$ cat config.mk
export PLATFORM = sky130hd
export DESIGN_NAME = pwt_timer
export DESIGN_NICKNAME = d
export VERILOG_FILES = /design/src/pkg/pwt_pkg.sv /design/src/hw/pwt_dti.sv /design/src/hw/pwt_timer.sv
export SDC_FILE = /design/constraint.sdc
export NUM_CORES = 1
export LEC_CHECK = 0
export ABC_AREA = 1
export BUFFER_PORTS_ARGS = -buffer_cell sky130_fd_sc_hd__buf_2
export CORE_MARGIN = 2
export CORE_UTILIZATION = 50
export DETAILED_ROUTE_END_ITERATION = 10
export MAX_ROUTING_LAYER = met4
export PLACE_DENSITY = 0.78
export SYNTH_ARGS = -nofsm -noshare
export SYNTH_HDL_FRONTEND = slang
export SYNTH_SLANG_ARGS = --single-unit
$ cat constraint.sdc
create_clock -name clock -period 3.9 [get_ports clock]
set_input_delay 0 -clock clock [delete_from_list [all_inputs] [get_ports clock]]
set_output_delay 0 -clock clock [all_outputs]
set_load 0.01 [all_outputs]
$ cat src/pkg/pwt_pkg.sv
// Shared constants for the 16-bit PWM timer with dead-time extension.
// Assumes one system clock; all control inputs come from logic on that clock.
// Notes on behaviour
// 16-bit counter; count source is clock, event or pin, with a prescaler.
// Counter and compare writes are buffered and applied at update points only.
// Period writes are buffered too and take effect at the update point.
// Four-channel variant has dead-time extension; two-channel variant has none.
// Waveforms: single-slope PWM, dual-slope PWM and frequency generation.
// Resolution extension adds two fraction bits, four times finer edges.
// Capture pins pass a noise canceller; pin or event may trigger capture.
// Frequency, pulse width and cascaded 32-bit capture are supported; the code captures 16 bits only, with no cascade.
// Event counter mode with direction chosen by an input.
// Overflow and error each give an interrupt request and event pulse; the code gives only the ovf_evt and err_evt pulses, with no interrupt request.
// Each channel gives a match/capture pulse and a DMA request.
// With any extension feature on, each waveform becomes a complementary pair.
// Dead-time unit gives true low side and inverted high side with gaps.
// Four dead-time units drive eight pins; dead time is 8 bits.
// Separate low and high dead-time settings, both double buffered.
// Dead-time outputs replace port values per override mask, then optional invert.
// Pattern generator drives a buffered, synchronized pattern; dead-time bypassed.
// Channel A waveform may be spread to all pins of the port.
// A selected event raises a fault that disables extension outputs.
// Pin invert flips the value between port logic and physical pin.
// Single slope counts 0 to period and restarts; dual slope goes up then down.
// Compare output changes when the counter equals the channel compare value.
package pwt_pkg;
  localparam int CNT_W = 16;
  localparam int HR_W  = 2;
  localparam int EXT_W = CNT_W + HR_W;
  localparam int DT_W  = 8;
  localparam int PIN_W = 8;
  localparam int EVT_W = 8;
  localparam int PRE_W = 10;
  localparam int NUM_DTI = 4;
  // Count source select
  localparam logic [1:0] SRC_OFF = 2'h0;
  localparam logic [1:0] SRC_SYS = 2'h1;
  localparam logic [1:0] SRC_EVT = 2'h2;
  localparam logic [1:0] SRC_PIN = 2'h3;
  // Waveform modes
  localparam logic [1:0] WM_NORM = 2'h0;
  localparam logic [1:0] WM_FRQ  = 2'h1;
  localparam logic [1:0] WM_SS   = 2'h2;
  localparam logic [1:0] WM_DS   = 2'h3;
  // Capture modes
  localparam logic [1:0] CAP_OFF = 2'h0;
  localparam logic [1:0] CAP_EDG = 2'h1;
  localparam logic [1:0] CAP_FRQ = 2'h2;
  localparam logic [1:0] CAP_PW  = 2'h3;
  // Noise canceller: accepted after this many agreeing extra samples
  localparam logic [1:0] NC_LAST = 2'h2;
  // Counter step without and with fraction bits
  localparam logic [EXT_W-1:0] STEP_STD = 18'h00004;
  localparam logic [EXT_W-1:0] STEP_HR  = 18'h00001;
  localparam logic [PRE_W-1:0] PRE_ONES = 10'h3ff;
  localparam logic [DT_W-1:0]  DT_RST   = 8'h00;
  // Counter direction state, one-hot
  typedef enum logic [1:0] {
    PWT_UP = 2'b01,
    PWT_DN = 2'b10
  } pwt_dir_t;
endpackage

$ cat src/hw/pwt_dti.sv
// Dead-time unit: splits one waveform into a low-side and high-side pair.
// Assumes settings are stable between update points and one clock domain.
`timescale 1ns/10ps
module pwt_dti (
  input  wire logic                      clock,
  input  wire logic                      rst_n,
  input  wire logic                      wave_in,
  input  wire logic [pwt_pkg::DT_W-1:0]  dt_low,
  input  wire logic [pwt_pkg::DT_W-1:0]  dt_high,
  output logic                           low_side_output,
  output logic                           high_side_output
);
  typedef struct packed {
    logic                     wg;
    logic [pwt_pkg::DT_W-1:0] gap;
    logic                     ls;
    logic                     hs;
  } pwt_dti_st_t;

  pwt_dti_st_t q_ff;
  pwt_dti_st_t nxt_q;

  // Any edge of the waveform turns both sides off before the new side turns on
  always_comb begin
    nxt_q = q_ff;
    if (wave_in != q_ff.wg) begin
      nxt_q.wg  = wave_in;
      nxt_q.gap = wave_in ? dt_low : dt_high;
      nxt_q.ls  = 1'b0;
      nxt_q.hs  = 1'b0;
    end else if (q_ff.gap != pwt_pkg::DT_RST) begin
      nxt_q.gap = q_ff.gap - 8'h01;
    end else begin
      nxt_q.ls  = q_ff.wg;
      nxt_q.hs  = ~q_ff.wg;
    end
  end

  // Reset leaves both switches off
  always_ff @(posedge clock or negedge rst_n) begin
    if (!rst_n) begin
      q_ff <= '0;
    end else begin
      q_ff <= nxt_q;
    end
  end

  assign low_side_output  = q_ff.ls;
  assign high_side_output = q_ff.hs;
endmodule // pwt_dti

$ cat src/hw/pwt_timer.sv
// Top of the 16-bit PWM timer: counter, compare/capture channels, extension.
// Assumes control strobes are one-cycle pulses on this clock; pins are async.
`timescale 1ns/10ps
module pwt_timer #(
  parameter int NUM_CH = 4
) (
  input  wire logic                            clock,
  input  wire logic                            rst_n,
  input  wire logic [1:0]                      clk_src,
  input  wire logic [3:0]                      presc_log,
  input  wire logic [1:0]                      wave_mode,
  input  wire logic                            resolution_extension,
  input  wire logic                            dir_dn,
  input  wire logic                            cnt_evt,
  input  wire logic                            cnt_pin,
  input  wire logic [pwt_pkg::CNT_W-1:0]       per_wdata,
  input  wire logic                            per_wr,
  input  wire logic [pwt_pkg::CNT_W-1:0]       cnt_wdata,
  input  wire logic                            cnt_wr,
  input  wire logic [pwt_pkg::CNT_W-1:0]       cmp_wdata,
  input  wire logic [pwt_pkg::HR_W-1:0]        cmp_hr_wdata,
  input  wire logic [NUM_CH-1:0]               cmp_wr,
  input  wire logic [NUM_CH-1:0]               cap_en,
  input  wire logic [1:0]                      cap_mode,
  input  wire logic                            cap_use_evt,
  input  wire logic [NUM_CH-1:0]               cap_evt,
  input  wire logic [NUM_CH-1:0]               cap_pin,
  input  wire logic [NUM_CH-1:0]               cap_rd,
  input  wire logic                            dti_en,
  input  wire logic [pwt_pkg::DT_W-1:0]        dt_low_wdata,
  input  wire logic [pwt_pkg::DT_W-1:0]        dt_high_wdata,
  input  wire logic                            dt_wr,
  input  wire logic                            pgen_en,
  input  wire logic [pwt_pkg::PIN_W-1:0]       pat_wdata,
  input  wire logic                            pat_wr,
  input  wire logic                            spread_a_en,
  input  wire logic [pwt_pkg::PIN_W-1:0]       ovr_en,
  input  wire logic [pwt_pkg::PIN_W-1:0]       pin_invert_enable,
  input  wire logic [pwt_pkg::PIN_W-1:0]       port_val,
  input  wire logic [pwt_pkg::EVT_W-1:0]       sys_evt,
  input  wire logic [pwt_pkg::EVT_W-1:0]       flt_sel,
  input  wire logic                            flt_clr,
  output logic      [pwt_pkg::CNT_W-1:0]       cnt_val,
  output logic      [NUM_CH-1:0]               waveform_output,
  output logic      [NUM_CH*pwt_pkg::CNT_W-1:0] cc_val,
  output logic                                 ovf_evt,
  output logic                                 err_evt,
  output logic      [NUM_CH-1:0]               cc_evt,
  output logic      [NUM_CH-1:0]               dma_req,
  output logic                                 flt_active,
  output logic      [pwt_pkg::PIN_W-1:0]       pin_out
);
  localparam int XW = pwt_pkg::EXT_W;

  typedef struct packed {
    logic [NUM_CH:0]                          s1;
    logic [NUM_CH:0]                          s2;
    logic [NUM_CH:0]                          s3;
    logic [NUM_CH:0]                          lvl;
    logic [NUM_CH:0][1:0]                     nc;
    logic [pwt_pkg::PRE_W-1:0]                pres;
    logic [XW-1:0]                            cnt;
    pwt_pkg::pwt_dir_t                        dir;
    logic [pwt_pkg::CNT_W-1:0]                per_buf;
    logic [pwt_pkg::CNT_W-1:0]                per_act;
    logic [pwt_pkg::CNT_W-1:0]                cnt_buf;
    logic                                     cnt_ld;
    logic [NUM_CH-1:0][XW-1:0]                cmp_buf;
    logic [NUM_CH-1:0][XW-1:0]                cmp_act;
    logic [NUM_CH-1:0][pwt_pkg::CNT_W-1:0]    cap;
    logic [NUM_CH-1:0]                        full;
    logic [pwt_pkg::DT_W-1:0]                 dtl_buf;
    logic [pwt_pkg::DT_W-1:0]                 dth_buf;
    logic [pwt_pkg::DT_W-1:0]                 dtl;
    logic [pwt_pkg::DT_W-1:0]                 dth;
    logic [pwt_pkg::PIN_W-1:0]                pat_buf;
    logic [pwt_pkg::PIN_W-1:0]                pat_act;
    logic [NUM_CH-1:0]                        wg;
    logic                                     ovf;
    logic                                     err;
    logic [NUM_CH-1:0]                        ccev;
    logic [NUM_CH-1:0]                        dma;
    logic                                     flt;
    logic [pwt_pkg::PIN_W-1:0]                pin;
  } pwt_st_t;

  pwt_st_t                     q_ff;
  pwt_st_t                     nxt_q;
  logic [NUM_CH:0]             pin_rise;
  logic [NUM_CH:0]             pin_fall;
  logic                        src;
  logic                        tick;
  logic                        wrap;
  logic                        upd;
  logic                        restart;
  logic                        take;
  logic                        match;
  logic                        trg_r;
  logic                        awx_on;
  logic [pwt_pkg::PRE_W-1:0]   lim;
  logic [pwt_pkg::CNT_W-1:0]   top;
  logic [XW-1:0]               tope;
  logic [XW-1:0]               step;
  logic [XW-1:0]               dstep;
  logic [NUM_CH-1:0][XW-1:0]   cmpe;
  logic [pwt_pkg::PIN_W-1:0]   awx;
  logic [pwt_pkg::NUM_DTI-1:0] dls;
  logic [pwt_pkg::NUM_DTI-1:0] dhs;

  always_comb begin
    nxt_q = q_ff;
    nxt_q.ovf  = 1'b0;
    nxt_q.err  = 1'b0;
    nxt_q.ccev = '0;
    restart    = 1'b0;
    take       = 1'b0;
    match      = 1'b0;
    trg_r      = 1'b0;
    wrap       = 1'b0;
    cmpe       = '0;
    awx        = '0;

    // Three-stage pin synchronisers; a change counts once stages two and three agree
    nxt_q.s1 = {cnt_pin, cap_pin};
    nxt_q.s2 = q_ff.s1;
    nxt_q.s3 = q_ff.s2;
    // Capture pins also need a run of agreeing samples to reject glitches
    for (int i = 0; i <= NUM_CH; i++) begin
      if (q_ff.s2[i] == q_ff.s3[i] && q_ff.s3[i] != q_ff.lvl[i]) begin
        if (i == NUM_CH || q_ff.nc[i] == pwt_pkg::NC_LAST) begin
          nxt_q.lvl[i] = q_ff.s3[i];
          nxt_q.nc[i]  = 2'h0;
        end else begin
          nxt_q.nc[i]  = q_ff.nc[i] + 2'h1;
        end
      end else begin
        nxt_q.nc[i] = 2'h0;
      end
    end
    pin_rise = nxt_q.lvl & ~q_ff.lvl;
    pin_fall = ~nxt_q.lvl & q_ff.lvl;

    // Count source and power-of-two prescaler
    case (clk_src)
      pwt_pkg::SRC_SYS: src = 1'b1;
      pwt_pkg::SRC_EVT: src = cnt_evt;
      pwt_pkg::SRC_PIN: src = pin_rise[NUM_CH];
      default:          src = 1'b0;
    endcase
    lim  = ~(pwt_pkg::PRE_ONES << presc_log);
    tick = src && (q_ff.pres >= lim);  // A cut in the ratio must not stall for 1024 cycles
    if (src) begin
      nxt_q.pres = tick ? '0 : q_ff.pres + 10'h001;
    end

    // Fraction bits sit below the 16-bit count; step 4 keeps them zero
    step  = resolution_extension ? pwt_pkg::STEP_HR : pwt_pkg::STEP_STD;
    top   = (wave_mode == pwt_pkg::WM_FRQ) ? q_ff.cmp_act[0][XW-1:2] : q_ff.per_act;
    tope  = {top, resolution_extension ? 2'b11 : 2'b00};
    dstep = (q_ff.cnt < step) ? q_ff.cnt : step;

    // Counter sequencing per waveform mode
    if (tick) begin
      if (wave_mode == pwt_pkg::WM_DS) begin
        case (q_ff.dir)
          pwt_pkg::PWT_UP: begin
            if (q_ff.cnt >= tope) begin
              nxt_q.dir = pwt_pkg::PWT_DN;
              nxt_q.cnt = q_ff.cnt - dstep;
            end else begin
              nxt_q.cnt = q_ff.cnt + step;
            end
          end
          pwt_pkg::PWT_DN: begin
            if (q_ff.cnt == '0) begin
              nxt_q.dir = pwt_pkg::PWT_UP;
              nxt_q.cnt = step;
              wrap      = 1'b1;
            end else begin
              nxt_q.cnt = q_ff.cnt - dstep;
            end
          end
          default: nxt_q.dir = pwt_pkg::PWT_UP;
        endcase
      end else if (wave_mode == pwt_pkg::WM_NORM && dir_dn) begin
        // Event counter running down wraps from zero to the period
        if (q_ff.cnt == '0) begin
          nxt_q.cnt = tope;
          wrap      = 1'b1;
        end else begin
          nxt_q.cnt = q_ff.cnt - dstep;
        end
      end else begin
        nxt_q.dir = pwt_pkg::PWT_UP;
        if (q_ff.cnt >= tope) begin
          nxt_q.cnt = '0;
          wrap      = 1'b1;
        end else begin
          nxt_q.cnt = q_ff.cnt + step;
        end
      end
    end

    // Buffered settings move to the active copy only at an update point
    upd = wrap || (clk_src == pwt_pkg::SRC_OFF);
    if (upd) begin
      nxt_q.per_act = q_ff.per_buf;
      nxt_q.cmp_act = q_ff.cmp_buf;
      nxt_q.dtl     = q_ff.dtl_buf;
      nxt_q.dth     = q_ff.dth_buf;
      nxt_q.pat_act = q_ff.pat_buf;
      if (q_ff.cnt_ld) begin
        nxt_q.cnt    = {q_ff.cnt_buf, 2'b00};
        nxt_q.cnt_ld = 1'b0;
      end
    end
    // Writes after the update so a write in an update cycle is kept
    if (per_wr) nxt_q.per_buf = per_wdata;
    if (cnt_wr) begin
      nxt_q.cnt_buf = cnt_wdata;
      nxt_q.cnt_ld  = 1'b1;
    end
    if (dt_wr) begin
      nxt_q.dtl_buf = dt_low_wdata;
      nxt_q.dth_buf = dt_high_wdata;
    end
    if (pat_wr) nxt_q.pat_buf = pat_wdata;
    nxt_q.ovf = wrap;

    // Combined compare/capture channels
    for (int i = 0; i < NUM_CH; i++) begin
      cmpe[i] = resolution_extension ? q_ff.cmp_act[i] : {q_ff.cmp_act[i][XW-1:2], 2'b00};
      if (cmp_wr[i]) nxt_q.cmp_buf[i] = {cmp_wdata, cmp_hr_wdata};
      if (cap_en[i] && cap_mode != pwt_pkg::CAP_OFF) begin
        trg_r = cap_use_evt ? cap_evt[i] : pin_rise[i];
        take  = (cap_mode == pwt_pkg::CAP_PW) ? (~cap_use_evt & pin_fall[i]) : trg_r;
        if (take) begin
          nxt_q.cap[i]  = q_ff.cnt[XW-1:2];
          nxt_q.ccev[i] = 1'b1;
          if (q_ff.full[i]) nxt_q.err = 1'b1;
        end
        // New capture wins over a read in the same cycle
        nxt_q.full[i] = take | (q_ff.full[i] & ~cap_rd[i]);
        nxt_q.dma[i]  = nxt_q.full[i];
        nxt_q.wg[i]   = 1'b0;
        if (i == 0 && trg_r && cap_mode != pwt_pkg::CAP_EDG) restart = 1'b1;
      end else begin
        match = tick && (q_ff.cnt == cmpe[i]);
        nxt_q.ccev[i] = match;
        nxt_q.full[i] = 1'b0;
        if (wave_mode == pwt_pkg::WM_FRQ) begin
          if (match) nxt_q.wg[i] = ~q_ff.wg[i];
        end else begin
          nxt_q.wg[i] = q_ff.cnt < cmpe[i];
        end
        // Request a fresh compare value once the buffer has been consumed
        nxt_q.dma[i] = upd | (q_ff.dma[i] & ~cmp_wr[i]);
      end
    end
    // Frequency and pulse-width capture time from the rising edge
    if (restart) begin
      nxt_q.cnt = '0;
      nxt_q.dir = pwt_pkg::PWT_UP;
    end

    // Fault is sticky; a new fault wins over a clear
    nxt_q.flt = (|(sys_evt & flt_sel)) | (q_ff.flt & ~flt_clr);

    // Extension output mux
    awx_on = (NUM_CH == pwt_pkg::NUM_DTI) && (dti_en || pgen_en || spread_a_en);
    for (int k = 0; k < pwt_pkg::NUM_DTI; k++) begin
      awx[2*k]   = dls[k];
      awx[2*k+1] = dhs[k];
    end
    if (pgen_en) awx = q_ff.pat_act;
    if (awx_on && !q_ff.flt) begin
      nxt_q.pin = (ovr_en & awx) | (~ovr_en & port_val);
    end else begin
      nxt_q.pin = port_val;
    end
    nxt_q.pin = nxt_q.pin ^ pin_invert_enable;
  end

  // Dead-time units exist only on the four-channel variant
  genvar g;
  generate
    for (g = 0; g < pwt_pkg::NUM_DTI; g++) begin : g_dti
      if (NUM_CH == pwt_pkg::NUM_DTI) begin : g_on
        pwt_dti u_dti (
          .clock            (clock),
          .rst_n            (rst_n),
          .wave_in          (spread_a_en ? q_ff.wg[0] : q_ff.wg[g]),
          .dt_low           (dti_en ? q_ff.dtl : pwt_pkg::DT_RST),
          .dt_high          (dti_en ? q_ff.dth : pwt_pkg::DT_RST),
          .low_side_output  (dls[g]),
          .high_side_output (dhs[g])
        );
      end else begin : g_off
        assign dls[g] = 1'b0;
        assign dhs[g] = 1'b0;
      end
    end
  endgenerate

  // Single state register; direction resets to counting up
  always_ff @(posedge clock or negedge rst_n) begin
    if (!rst_n) begin
      q_ff     <= '0;
      q_ff.dir <= pwt_pkg::PWT_UP;
    end else begin
      q_ff <= nxt_q;
    end
  end

  // Outputs straight from the state register
  assign cnt_val         = q_ff.cnt[XW-1:2];
  assign waveform_output = q_ff.wg;
  assign cc_val          = q_ff.cap;
  assign ovf_evt         = q_ff.ovf;
  assign err_evt         = q_ff.err;
  assign cc_evt          = q_ff.ccev;
  assign dma_req         = q_ff.dma;
  assign flt_active      = q_ff.flt;
  assign pin_out         = q_ff.pin;
endmodule // pwt_timer

### Word level (Yosys, flattened, before mapping)

Cells that the tools add are included.

* register bits: 434
* bits of input ports: 159
* output and inout bits: 103
* word-level logic and storage cells: 335

* bitwise gates (word level): 51
* magnitude comparators: 7
* reduce and logical (&&, ||, !) cells: 41
* equal/unequal tests: 42
* add/subtract/negate cells: 11
* muxes and demuxes: 122
* shift-type cells: 1

Operators by type and width (number)
* 2-to-1 mux 18 bit: 8
* 2-to-1 mux 8 bit: 12
* == test 18 bit: 4
* less-than comparator 18 bit: 4
* 2-to-1 mux 1 bit: 68
* 2-to-1 mux 20 bit: 3
* 2-to-1 mux 10 bit: 5
* 2-to-1 mux 2 bit: 21
* case mux 18 bit (2 select lines): 1
* nonzero test 8 bit: 4
* subtractor 8 x 1 -> 8 bit, second input constant: 4
* bitwise AND 8 bit: 3
* adder 18 x 3 -> 18 bit: 1
* == test 2 bit, second input constant: 9
* greater-or-equal comparator 18 bit: 1
* logical NOT 18 bit: 1
* less-than comparator 18 x 3 -> 1 bit: 1
* inverter 1 bit: 18
* subtractor 18 bit: 1
* logical AND 1 bit: 17
* 2-to-1 mux 16 bit: 1
* nonzero test 2 bit: 7
* bitwise AND 1 bit: 13
* adder 10 x 1 -> 10 bit, second input constant: 1
* 28 further kinds: 67

### Depth between registers and ports, before layout

* depth in word-level cells: 18
* mapped depth: 26
* mapped depth without buffers: 25

### Hierarchy

A second synthesis with hierarchy kept.

* cell total of the unflattened synthesis: 3003
* area, all modules: 23822.8 µm²

Modules (own cells, without submodules)
* pwt_timer: cells an instance 2587, instances 1, area each 20734.9 µm², seq. area each 9760.6 µm²
* pwt_dti: cells an instance 104, instances 4, area each 772.0 µm², seq. area each 275.3 µm²

### Worst setup path before layout

Ideal clock, no wire load.

* path type: reg-to-reg
* start point: register q_ff, in the netlist cnt_val[0]
* end point: register q_ff, in the netlist cnt_val[14]
* setup time: 0.121 ns
* required time: 3.779 ns
* buffers on the path: 0
* arrival time: 2.958 ns
* slack: 0.821 ns
* clock period less this slack: 3.079 ns
* stages on the path, launching flop included: 24
* cell sequence: dfrtp_1 > ha_1 > nor2_1 > nand3_1 > nand3_2 > nand2_1 > o21ai_0 > inv_1 > ha_1 > ha_1 > inv_1 > nand2_1 > nand3_1 > nor2_2 > nand3_1 > nor3_2 > xor2_1 > nand2_1 > o21ai_1 > nor2_1 > o21ai_0 > nand2_1 > a21oi_1 > nor2_1

RTL lines
* from (decl): RTL line pwt_timer.sv:87 `pwt_st_t q_ff;`
* from (signal assigned): RTL line pwt_timer.sv:311 `q_ff <= nxt_q;`

==> results.sh <==
export IMPL_routed_wirelength_um=74040
export IMPL_grt_pass1_vias=20652
export IMPL_finalCriticalPeriod_ns=3.419
export IMPL_grt_pass1_wl_um=113900
export IMPL_slew_violations=0
export IMPL_grtUsageTotal_pct=31.47
export IMPL_worstSetupPathType="reg -> reg"
export IMPL_slew_headroom_pct=22.61
export IMPL_min_path_type="in -> async"
export IMPL_drcViolationCount=0
export IMPL_first_pass_iters=5
export IMPL_synth_compound_area_share_pct=13.57
export IMPL_coreArea_um2=46260
export IMPL_fmax_ghz=0.2925
export IMPL_r2r_slack_ns=0.48
export IMPL_dieArea_um2=48270
export IMPL_wl_per_cell_um=19.03
export IMPL_final_nets=3535
export IMPL_netlist_area_um2=23260
export IMPL_cp_max_fo=6
export IMPL_period_share_pct=87.68
export IMPL_cts_root_buf="clkbuf_16"
export IMPL_synth_nets=3164
export IMPL_peakVddDrop_mv=0.3917
export IMPL_slowest_delay_ns=0.42
export IMPL_syn_to_final_growth_pct=21.88
export IMPL_maxCapViolCount=0
export IMPL_die_h_um=219.7
export IMPL_ys_flop_type="dfrtp_1"
export IMPL_antenna_left=0
export IMPL_synth_distinct_cells=58
export IMPL_yosysMostFrequentCell="nand2_1"
export IMPL_finish_instance_area_um2=28350
export IMPL_num_rows=79
export IMPL_hold_slack_ns=0.02089
export IMPL_ioPinCount=262
export IMPL_synthMuxAreaShare_pct=0.5325
export IMPL_fin_util_pct=61.29
export IMPL_cp_required_ns=4.37
export IMPL_worstSetupStartpointType="register"
export IMPL_gp_congestion=1.042
export IMPL_fin_tns_setup_ns=0
export IMPL_finalHoldViolations=0
export IMPL_cts_tree="built"
export IMPL_async_flop_share_pct=100.0
export IMPL_start_util_pct=50.29
export IMPL_p_comb_share_pct=37.8
export IMPL_critPathSlowestCell="dfrtp_1"
export IMPL_power_mw=17.29
export IMPL_seqPwrFrac_pct=35.4
export IMPL_fillCellCount=3823
export IMPL_cp_arrival_ns=3.89
export IMPL_fin_skew_ns=0.03448
export IMPL_leakagePower_nw=14.29
export IMPL_cts_buffer_depth=3
export IMPL_rsz0062_at_grt="no"
export IMPL_synth_edf_count=0
export IMPL_syn_inst=2879
export IMPL_synth_top_cell_by_area="dfrtp_1"
export IMPL_grt_overflow_total=0
export IMPL_end_kind="register"
export IMPL_yosys_warnings=0
export IMPL_synthXorXnorAreaFrac_pct=1.581
export IMPL_synthTopCellsByArea="dfrtp_1, nand2_1, ha_1, o21ai_0, inv_1"
export IMPL_synth_commonest_cells="nand2_1, dfrtp_1, o21ai_0"
export IMPL_clockPowerShare_pct=26.9
export IMPL_port_buffer_count=261
export IMPL_drt_initial_drc_count=2216
export IMPL_h_tree_depth=2
export IMPL_die_w_um=219.7
export IMPL_drive_gt1_share_pct=12.71
export IMPL_clk_latency_ns=0.61
export IMPL_setup_viol=0
export IMPL_crit_top_cell="nand2_1"
export IMPL_ys_ff_latch=434
export IMPL_syn_area_per_cell_um2=8.080
export IMPL_antenna_found_initial=3
export IMPL_cts_sinks=434
export IMPL_status="finished, final reports clean"
export IMPL_worstPathCellList="ha_1 -> nor2_1 -> nand3_1 -> nand3_2 -> nand2_1 -> o21ai_0 -> inv_1 -> ha_1 -> ha_1 -> inv_1 -> nand2_1 -> nand3_1 -> nor2_2 -> nand3_1 -> nor3_2 -> xor2_1 -> nand2_1 -> o21ai_1 -> nor2_1 -> o21ai_0 -> nand2_1 -> a21oi_1 -> nor2_1"
export IMPL_synth_fa_ha_area_share_pct=6.825
export IMPL_synth_seq_area_share_pct=46.69
export IMPL_swShare_pct=38.74
export IMPL_cts_made_buffers=48
export IMPL_synth_simple_area_share_pct=20.74
export IMPL_dpl_hpwl_um=49010
export IMPL_cts_clk_slew_worst_paths_ns=0.06
export IMPL_power_density_nw_per_um2=609.8
export IMPL_grt_max_degree=100
export IMPL_internal_power_mw=10.59
export IMPL_synth_top_area_share_pct=46.58
export IMPL_p_sw_mw=6.698
export IMPL_viasPerCell=5.529
export IMPL_place_area_um2=24520
export IMPL_num_vias=21514
export IMPL_synth_top_family_by_area="simple AND/OR/NAND/NOR gates"
export IMPL_tightestPinTransition_ns=1.161
## layer usage
metal	track usage, %	up-vias	routed length [um]
met4	12.46	0	3248
met3	5.604	234	5972
met1	40.92	10222	30740
li1	-	10025	-
met5	-	-	0
met2	49.11	1033	34080
## through the flow
stage                     setup WS, ns  instances
after floorplan                 0.8206       2879
after global placement          0.5194       3585
after detailed placement        0.4629       3585
after CTS                       0.5150       3888
after global routing            0.1256       3891
final                           0.4806       3891
## state kept, by name, indices dropped and copies added (netlist names)
signal	count
dma_req	4
q_ff	277
g_dti.g_on.u_dti.high_side_output	4
nxt_q	10
g_dti.g_on.u_dti.q_ff	36
pin_out	8
cnt_val	16
cc_evt	4
err_evt	1
g_dti.g_on.u_dti.low_side_output	4
cc_val	64
ovf_evt	1
flt_active	1
waveform_output	4
## worst max-delay path, delay by kind of cell, from the launching register on
kind,cells,cell delay (ns)
and+or+nand+nor,13,1.42
adders and majority gates,3,0.74
AOI/OAI and AO/OA,4,0.46
DFF,1,0.42
xor gates and xnor gates,1,0.19
buffers and inverters,2,0.10
## area by class of cell
class,instances,area (um2),share of cell area [%]
inverters,294,1104,3.892
repair buffers,526,3949,13.93
flip-flops and latches,434,10860,38.31
diodes,3,7.507,0.02648
well taps,607,759.5,2.679
multi-input cells,1946,10070,35.52
clock inverters,15,198.9,0.7016
clock buffers,66,1401,4.942
## logic make-up after synthesis
group                    Yosys count
AO/OA/AOI/OAI                    583
XOR/XNOR                          42
adder cells (fa/ha/maj)          127
buffers and inverters            499
flip-flops                       434
multiplexers                      11
AND/OR/NAND/NOR                 1183
## final timing paths
kind                                  from          end  cells after the start
worst min-delay path                 rst_n   cc_val[43]                      2
worst max-delay path            cnt_val[0]  cnt_val[14]                     23
min in group clock              clk_src[0]    q_ff[357]                      5
worst min register to register  nxt_q[382]   nxt_q[377]                      0
worst max register to register  cnt_val[0]  cnt_val[14]                     23
max in group asynchronous            rst_n   cc_val[61]                      3
## cell usage in the layout, fill, tap and decap left out, types with 20 or more instances in the layout
| cell type | count |
|---|---|
| nor2_1 | 173 |
| inv_1 | 279 |
| a21oi_1 | 181 |
| nand3_1 | 114 |
| buf_4 | 36 |
| clkbuf_16 | 50 |
| nand2_1 | 815 |
| nor3_1 | 20 |
| o21ai_0 | 303 |
| xor2_1 | 27 |
| dfrtp_1 | 433 |
| dlygate4sd3_1 | 222 |
| ha_1 | 126 |
| nand4_1 | 23 |
| buf_2 | 260 |
## repair_timing
action                                 4_1_cts  5_1_grt
endpoints found under the hold margin      261        0
buffers inserted                             0        0
resized for setup                            0        0
hold buffers                               222        0
## power by group through the flow
stage / clock, mW / sequential [mW] / combinational (mW)
6_report: 4.64 / 6.12 / 6.53
2_1_floorplan: 0 / 6.05 / 4.44
4_1_cts: 4.69 / 6.09 / 6.35
3_3_place_gp: 0 / 6.13 / 5.98
3_5_place_dp: 0 / 6.16 / 6.11
5_1_grt: 4.90 / 6.23 / 7.29
Note: power is estimated with default switching activity, not from simulation.
